File: config.mk
export PLATFORM = sky130hd
export DESIGN_NAME = bcr_regs
export DESIGN_NICKNAME = d
export VERILOG_FILES = /design/src/bcr_sync.v /design/src/bcr_regs.v
export VERILOG_INCLUDE_DIRS = /design/src
export SDC_FILE = /design/constraint.sdc
export NUM_CORES = 1
export LEC_CHECK = 0
export BUFFER_PORTS_ARGS = -buffer_cell sky130_fd_sc_hd__buf_2
export CELL_PAD_IN_SITES_DETAIL_PLACEMENT = 0
export CELL_PAD_IN_SITES_GLOBAL_PLACEMENT = 2
export CORE_UTILIZATION = 36
export CTS_BUF_LIST = sky130_fd_sc_hd__clkbuf_8
export CTS_CLUSTER_DIAMETER = 100
export CTS_CLUSTER_SIZE = 20
export DETAILED_ROUTE_END_ITERATION = 8
export GPL_TIMING_DRIVEN = 0
export PLACE_DENSITY_LB_ADDON = 0.1
export SYNTH_ARGS = -nofsm -noshare
export SYNTH_HDL_FRONTEND = slang
export SYNTH_SLANG_ARGS = --single-unit
File: constraint.sdc
create_clock -name mclk -period 1.8 [get_ports mclk]
set_input_delay 0.36 -clock mclk [delete_from_list [all_inputs] [get_ports mclk]]
set_output_delay 0.36 -clock mclk [all_outputs]
set_load 0.01 [all_outputs]
File: src/bcr_consts.vh
`ifndef BCR_CONSTS_VH
`define BCR_CONSTS_VH
// ----------------------------------------
// offsets and fields
// ----------------------------------------
`define BCR_OFF_FLOOR     2'h0
`define BCR_OFF_ROOF      2'h1
`define BCR_OFF_MODE      2'h2
`define BCR_OFF_RAMP      2'h3
`define BCR_GATE_BIT      7
`define BCR_DISCH_BIT     6
`define BCR_GOOD_BIT      5
`define BCR_ROOF_MODE_BIT 1
// ----------------------------------------
// reset values and codes
// ----------------------------------------
`define BCR_RST_GATE      1'b1
`define BCR_RST_FREE6     1'b0
`define BCR_RST_MODE      6'h00
`define BCR_RST_RAMP      8'h47
`define BCR_OVR_FOLLOW    2'h0
`define BCR_OVR_PWM       2'h2
`define BCR_RAMP_NOW      3'h7
`define BCR_UNMAP_FS      8'h00
`define BCR_UNMAP_HS      8'hff
`define BCR_HS_CODE       5'h01
`endif

File: src/bcr_sync.v
`timescale 1ns/100ps
module bcr_sync (
    // clock and reset
    input  wire       mclk,
    input  wire       reset,
    // pins
    input  wire [2:0] pin_in,
    output reg  [2:0] pin_out
);
    reg [2:0] meta;
    // ----------------------------------------
    // two-stage synchroniser
    // ----------------------------------------
    always @(posedge mclk) begin
        if (reset) begin
            meta    <= 3'h7;
            pin_out <= 3'h7;
        end else begin
            meta    <= pin_in;
            pin_out <= meta;
        end
    end
endmodule // bcr_sync

File: src/bcr_regs.v
`timescale 1ns/100ps
`include "bcr_consts.vh"
module bcr_regs #(
    parameter [5:0] FLOOR_DEFAULT = 6'h10,
    parameter [5:0] ROOF_DEFAULT  = 6'h20,
    parameter [6:0] DEV_ADDR      = 7'h48
) (
    // clock and reset
    input  wire       mclk,
    input  wire       reset,
    // serial bus pins
    input  wire       scl_in,
    input  wire       sda_in,
    output reg        sda_out,
    output reg        sda_oe,
    // converter pins and status
    input  wire       enable_pin,
    input  wire       voltage_select_pin,
    input  wire       in_regulation,
    // converter controls
    output reg        converter_run,
    output reg        discharge_on,
    output reg        force_pwm,
    output reg  [5:0] target_code,
    output reg  [2:0] ramp_rate_select
);
    localparam ST_IDLE = 3'h0;
    localparam ST_ADDR = 3'h1;
    localparam ST_REG  = 3'h2;
    localparam ST_WDAT = 3'h3;
    localparam ST_RDAT = 3'h4;
    localparam ST_SKIP = 3'h5;

    wire [2:0] synced;
    reg        scl_d;
    reg        sda_d;
    reg  [2:0] state;
    reg  [3:0] bitcnt;
    reg  [7:0] shreg;
    reg  [1:0] reg_ptr;
    reg        ptr_bad;
    reg        ack_phase;
    reg        hs_mode;
    reg        first_byte;
    reg        converter_enable_gate;
    reg        floor_free;
    reg        roof_free;
    reg  [5:0] floor_voltage_code;
    reg  [5:0] roof_voltage_code;
    reg  [5:0] operating_mode_control;
    reg  [7:0] discharge_status_ramp_control;
    reg  [7:0] rd_byte;
    reg  [1:0] voltage_select_pin_sync;
    reg  [1:0] good_sync;

    bcr_sync u_sync (
        .mclk    (mclk),
        .reset   (reset),
        .pin_in  ({enable_pin, sda_in, scl_in}),
        .pin_out (synced)
    );
    wire en_s  = synced[2];
    wire sda_s = synced[1];
    wire scl_s = synced[0];
    wire scl_rise = scl_s & ~scl_d;
    wire scl_fall = ~scl_s & scl_d;
    wire start_c  = scl_s & scl_d & sda_d & ~sda_s;
    wire stop_c   = scl_s & scl_d & ~sda_d & sda_s;

    // ----------------------------------------
    // readback mux
    // ----------------------------------------
    function [7:0] read_mux;
        input [1:0] ptr;
        input       bad;
        input       hs;
        begin
            if (bad)
                read_mux = hs ? `BCR_UNMAP_HS : `BCR_UNMAP_FS;
            else case (ptr)
                `BCR_OFF_FLOOR: read_mux = {converter_enable_gate, floor_free,
                                            floor_voltage_code};
                `BCR_OFF_ROOF:  read_mux = {converter_enable_gate, roof_free,
                                            roof_voltage_code};
                `BCR_OFF_MODE:  read_mux = {2'h0, operating_mode_control};
                default:        read_mux = discharge_status_ramp_control;
            endcase
        end
    endfunction

    always @* begin
        rd_byte = read_mux(reg_ptr, ptr_bad, hs_mode);
    end

    // ----------------------------------------
    // serial slave and register file
    // ----------------------------------------
    always @(posedge mclk) begin
        if (reset) begin
            scl_d <= 1'b1;
            sda_d <= 1'b1;
            state <= ST_IDLE;
            bitcnt <= 4'h0;
            shreg <= 8'h00;
            reg_ptr <= 2'h0;
            ptr_bad <= 1'b0;
            ack_phase <= 1'b0;
            hs_mode <= 1'b0;
            first_byte <= 1'b0;
            sda_out <= 1'b0;
            sda_oe <= 1'b0;
            converter_enable_gate <= `BCR_RST_GATE;
            floor_free <= `BCR_RST_FREE6;
            roof_free <= `BCR_RST_FREE6;
            floor_voltage_code <= FLOOR_DEFAULT;
            roof_voltage_code <= ROOF_DEFAULT;
            operating_mode_control <= `BCR_RST_MODE;
            discharge_status_ramp_control <= `BCR_RST_RAMP;
        end else begin
            scl_d <= scl_s;
            sda_d <= sda_s;
            discharge_status_ramp_control[`BCR_GOOD_BIT] <= good_sync[1];
            if (!en_s) begin
                // hardware shutdown: port ignores the bus
                state <= ST_IDLE;
                sda_oe <= 1'b0;
                hs_mode <= 1'b0;
            end else if (stop_c) begin
                state <= ST_IDLE;
                sda_oe <= 1'b0;
                hs_mode <= 1'b0;
            end else if (start_c) begin
                state <= ST_ADDR;
                bitcnt <= 4'h0;
                ack_phase <= 1'b0;
                sda_oe <= 1'b0;
                first_byte <= 1'b1;
            end else if (state != ST_IDLE && scl_rise && !ack_phase) begin
                // while sending, the shifter holds the outgoing byte
                if (state != ST_RDAT)
                    shreg <= {shreg[6:0], sda_s};
                bitcnt <= bitcnt + 4'h1;
            end else if (state == ST_RDAT && scl_rise && ack_phase) begin
                // host nack ends the read, so sda is free for the stop
                if (sda_s)
                    state <= ST_SKIP;
            end else if (state != ST_IDLE && scl_fall) begin
                if (ack_phase) begin
                    ack_phase <= 1'b0;
                    bitcnt <= 4'h0;
                    sda_oe <= (state == ST_RDAT) ? ~rd_byte[7] : 1'b0;
                    shreg <= (state == ST_RDAT) ? {rd_byte[6:0], 1'b0} : shreg;
                end else if (state == ST_RDAT) begin
                    if (bitcnt == 4'h8) begin
                        // master ack/nack sampled next; release line
                        sda_oe <= 1'b0;
                        ack_phase <= 1'b1;
                    end else begin
                        sda_oe <= ~shreg[7];
                        shreg <= {shreg[6:0], 1'b0};
                    end
                end else if (bitcnt == 4'h8) begin
                    ack_phase <= 1'b1;
                    case (state)
                        ST_ADDR: begin
                            if (first_byte && shreg[7:3] == `BCR_HS_CODE) begin
                                hs_mode <= 1'b1;
                                state <= ST_SKIP;
                            end else if (shreg[7:1] == DEV_ADDR) begin
                                sda_oe <= 1'b1;
                                state <= shreg[0] ? ST_RDAT : ST_REG;
                            end else begin
                                state <= ST_SKIP;
                            end
                            first_byte <= 1'b0;
                        end
                        ST_REG: begin
                            sda_oe <= 1'b1;
                            reg_ptr <= shreg[1:0];
                            ptr_bad <= (shreg[7:2] != 6'h00);
                            state <= ST_WDAT;
                        end
                        ST_WDAT: begin
                            sda_oe <= 1'b1;
                            // update lands at the last data bit's falling edge
                            if (!ptr_bad) begin
                                case (reg_ptr)
                                    `BCR_OFF_FLOOR: begin
                                        converter_enable_gate <= shreg[`BCR_GATE_BIT];
                                        floor_free <= shreg[6];
                                        floor_voltage_code <= shreg[5:0];
                                    end
                                    `BCR_OFF_ROOF: begin
                                        converter_enable_gate <= shreg[`BCR_GATE_BIT];
                                        roof_free <= shreg[6];
                                        roof_voltage_code <= shreg[5:0];
                                    end
                                    `BCR_OFF_MODE: operating_mode_control <= shreg[5:0];
                                    default: begin
                                        discharge_status_ramp_control[7:6] <= shreg[7:6];
                                        discharge_status_ramp_control[4:0] <= shreg[4:0];
                                    end
                                endcase
                            end
                        end
                        default: state <= ST_SKIP;
                    endcase
                end
            end
        end
    end

    // ----------------------------------------
    // converter control outputs
    // ----------------------------------------
    always @(posedge mclk) begin
        if (reset) begin
            converter_run <= 1'b0;
            discharge_on <= 1'b0;
            force_pwm <= 1'b0;
            target_code <= 6'h00;
            ramp_rate_select <= `BCR_RAMP_NOW;
            voltage_select_pin_sync <= 2'h0;
            good_sync <= 2'h0;
        end else begin
            // both pins come from outside this clock, so two flops first
            voltage_select_pin_sync <= {voltage_select_pin_sync[0], voltage_select_pin};
            good_sync <= {good_sync[0], in_regulation};
            converter_run <= converter_enable_gate & en_s;
            discharge_on <= ~(converter_enable_gate & en_s)
                            & discharge_status_ramp_control[`BCR_DISCH_BIT];
            target_code <= voltage_select_pin_sync[1] ? roof_voltage_code
                                        : floor_voltage_code;
            ramp_rate_select <= discharge_status_ramp_control[2:0];
            case (operating_mode_control[3:2])
                `BCR_OVR_FOLLOW: force_pwm <= voltage_select_pin_sync[1]
                    & ~operating_mode_control[`BCR_ROOF_MODE_BIT];
                `BCR_OVR_PWM:    force_pwm <= 1'b1;
                default:         force_pwm <= 1'b0;
            endcase
        end
    end
endmodule // bcr_regs

==> flow_summary.json <==
{
  "holdPathEnd": "u_sync.meta[0]",
  "yosysWarnings": 0,
  "gr-total-overflow": 0,
  "crit_type": "flip-flop to flip-flop",
  "whs_ns": 0.191,
  "avgRoutedWirePerCell_um": 18.7,
  "setup_ws_ns": 0.0111,
  "r2r_slack_ns": 0.01,
  "die_y_um": 102,
  "async_flop_share_pct": 0,
  "wl_met1_um": 5330,
  "die_area_mm2": 0.0105,
  "htree_levels": 3,
  "critPathMaxFanout": 6,
  "hpwl_um": 7290,
  "cts_buffer_depth": 2,
  "clock-sinks": 75,
  "drt-total-wl_um": 10700,
  "slowest_stage": "dfxtp_4",
  "grtUsageTotal_pct": 21.9,
  "final_hold_viol_count": 0,
  "outcome": "finished, final reports clean",
  "postCtsHoldBufs": 0,
  "grt_max_degree": 15,
  "synth_fp_nets": 403,
  "fmax_mhz": 559,
  "cp.required_ns": 2.09,
  "drive_above_1_share_pct": 29.1,
  "pin_count": 21,
  "reg2reg_to": "operating_mode_control[2]",
  "grt_pass1_wl_um": 16900,
  "nets": 447,
  "maxSlewViolCount": 0,
  "drtAntennaViolNets": 0,
  "drc": 0,
  "nFillCells": 994,
  "min_from": "scl_in",
  "cts_buffers": 9,
  "synth.distinct_cells": 63,
  "worst_path_largest_cell_delay_ns": 0.36,
  "syn2layout_area_growth_pct": 23.4,
  "synth-edff-count": 0,
  "crit_path_end_kind": "flip-flop",
  "routabilityCongestion": 0.837,
  "fin_crit_sh_pct": 99.4,
  "drt_iter0_drc": 169,
  "place_ws_ns": -0.368,
  "worst_pin_slew_ns": 0.652,
  "root_buffer": "clkbuf_8",
  "seqCellArea_mm2": 0.00151,
  "synth_top_cell_by_area": "dfxtp_1",
  "clkTransAtPathRegs_ns": 0.09,
  "drv_cap": 0,
  "placed_area_mm2": 0.00390,
  "power_per_cell_area_mw_per_mm2": 722,
  "crit_chain": "inv_4 > ha_4 > nand3b_1 > buf_4 > nor4_4 > buf_4 > nand4_1 > a21oi_1",
  "rr_worst_depth": 8,
  "leakagePower_nw": 1.64,
  "path_delay_family": "simple AND/OR/NAND/NOR gates",
  "critical_path.most_common_cell": "buf_4",
  "ys_ff_latch": 75,
  "wl_met3_um": 530,
  "core_mm2": 0.00977,
  "highest_layer": "met4",
  "whs_path_depth": 2,
  "placementRows": 36,
  "cp-start-kind": "flip-flop",
  "finalInstanceArea_mm2": 0.00448,
  "vdd_drop_max_v": 0.000399,
  "grt_pass1_vias": 2904,
  "syn-instance-count": 394,
  "first_pass_iters": 5,
  "ys_seq_area_share_pct": 41.3,
  "antenna_found_initial": 0,
  "final_core_util_pct": 45.9,
  "period_minus_slack_ns": 1.79,
  "synth_flop_cell": "dfxtp_1",
  "synth_area_per_cell_um2": 9.23,
  "finalClockSkew_ns": 0.00958,
  "rsz0062_at_grt": "yes",
  "die_w_um": 102,
  "cts_tree": "yes",
  "netlist_area_mm2": 0.00363,
  "worstSkewPairLatency_ns": 0.35,
  "wl_met2_um": 4750,
  "synth.top_cell.area_share_pct": 41.3,
  "antennaDiodeCount": 0,
  "synthTopCellsByArea": "dfxtp_1 41%, mux2i_1 10%, nand2b_1 4.0%",
  "slew_headroom_pct": 56.5,
  "initial_utilization_pct": 37.2,
  "arrival_ns": 2.07,
  "io_buffers": 19,
  "multi_input_area_mm2": 0.00214,
  "crit_buf_inv": 3,
  "rr_startpoint": "bitcnt[0]",
  "vias": 3135,
  "viasPerCell": 5.44,
  "setup_viol": 0,
  "min_path_type": "input pin to flip-flop"
}
[timing repair]
action                     4_1_cts  5_1_grt
setup endpoints to repair       48       44
gates resized for setup         39       41
pin swaps                        8       16
setup buffers                   15        5
[kinds of logic after synthesis]
family	Yosys count	synth area share, %
AND/OR/NAND/NOR	167	27.8
flip-flops	75	41.3
AO/OA/AOI/OAI	72	14.6
multiplexers	39	10.8
buffers and inverters	38	4.72
adder cells (fa/ha/maj)	2	0.688
other	1	0.103
[stage by stage]
stage                     setup TNS (ns)  power, W  cells
after global placement             -9.13   0.00188    546
final                                  0   0.00324    576
after global routing              -0.356   0.00337    576
after detailed placement           -8.28   0.00188    546
after floorplan                        0   0.00182    394
after CTS                              0   0.00327    573
[worst register-to-register path, stage by stage, from the launching register on]
cell and delay (ns):
dfxtp_4 0.36, inv_4 0.06, ha_4 0.13, nand3b_1 0.25
buf_4 0.25, nor4_4 0.25, buf_4 0.18, nand4_1 0.11
a21oi_1 0.15
[synth_stat cells (2+ instances only)]
library cell and n:
o221ai_1 5, nand4bb_1 2, o21ai_0 21, nor4_2 2
nand2b_1 23, and3b_1 4, dfxtp_1 75, buf_6 2
nor2b_1 11, or4_1 2, mux2_2 2, mux2i_1 37
a21o_1 2, nor2_1 32, nor4_1 3, nand4_1 9
nand3b_1 9, o41ai_1 2, or3_1 7, nand2_1 11
and4b_1 3, nand3_1 14, a41oi_1 2, o32ai_1 2
o2111ai_1 2, nor3_1 8, nand4b_1 3, a221oi_1 2
ha_1 2, or2_2 12, inv_1 9, buf_2 8
nor3b_1 3, a21oi_1 16, clkbuf_1 17, a211oi_1 2
o31ai_1 2
[power breakdown]
part / switching (W) / internal [W] / total, W
sequential: 0.0000123 / 0.00168 / 0.00169
combinational: 0.000102 / 0.0000679 / 0.000170
clock: 0.000689 / 0.000691 / 0.00138
total: 0.000804 / 0.00243 / 0.00324
[layout by cell type (no fill, tap or decap), types with 12 or more instances in the layout]
master / instances
buf_4: 21
nor2_1: 31
or2_2: 12
mux2i_1: 37
nand3_1: 14
dfxtp_1: 68
buf_2: 19
a21oi_1: 16
nand2b_1: 23
[per-layer routing]
metal | vias up | GRT usage, %
li1 | 1524 | -
met1 | 1506 | 32.6
met2 | 91 | 31.9
met3 | 14 | 4.24
met4 | 0 | 6.15
met5 | - | 0
[worst max-delay path by stage]
stage                     slack, ns  cells after the start      start                               end
after floorplan                0.08                      5  ack_phase             converter_enable_gate
after detailed placement      -0.37                      5      reset                         ack_phase
final                          0.01                      8  bitcnt[0]         operating_mode_control[2]
after CTS                     0.001                      7  bitcnt[0]  discharge_status_ramp_control[6]
after global routing          -0.06                      8  bitcnt[0]         operating_mode_control[0]
after global placement        -0.42                      5      reset                         ack_phase
[state kept, by name (all words and copies together), names as in the netlist, 2 cells and up]
| name | count |
|---|---|
| discharge_status_ramp_control | 8 |
| shreg | 8 |
| floor_voltage_code | 6 |
| operating_mode_control | 6 |
| roof_voltage_code | 6 |
| target_code | 6 |
| bitcnt | 4 |
| ramp_rate_select | 3 |
| state | 3 |
| u_sync.meta | 3 |
| u_sync.pin_out | 3 |
| good_sync | 2 |
| read_mux.ptr | 2 |
| voltage_select_pin_sync | 2 |
[area by class of cell]
class,count,share of cell area (%)
buffer,23,3.49
clock buffer,10,3.07
multi-input combinational,281,47.8
sequential,75,33.7
inverter,9,0.809
clock inverter,6,1.59
tap,133,3.71
timing repair buffer,39,5.83
Note: power is estimated with default switching activity, not from simulation.
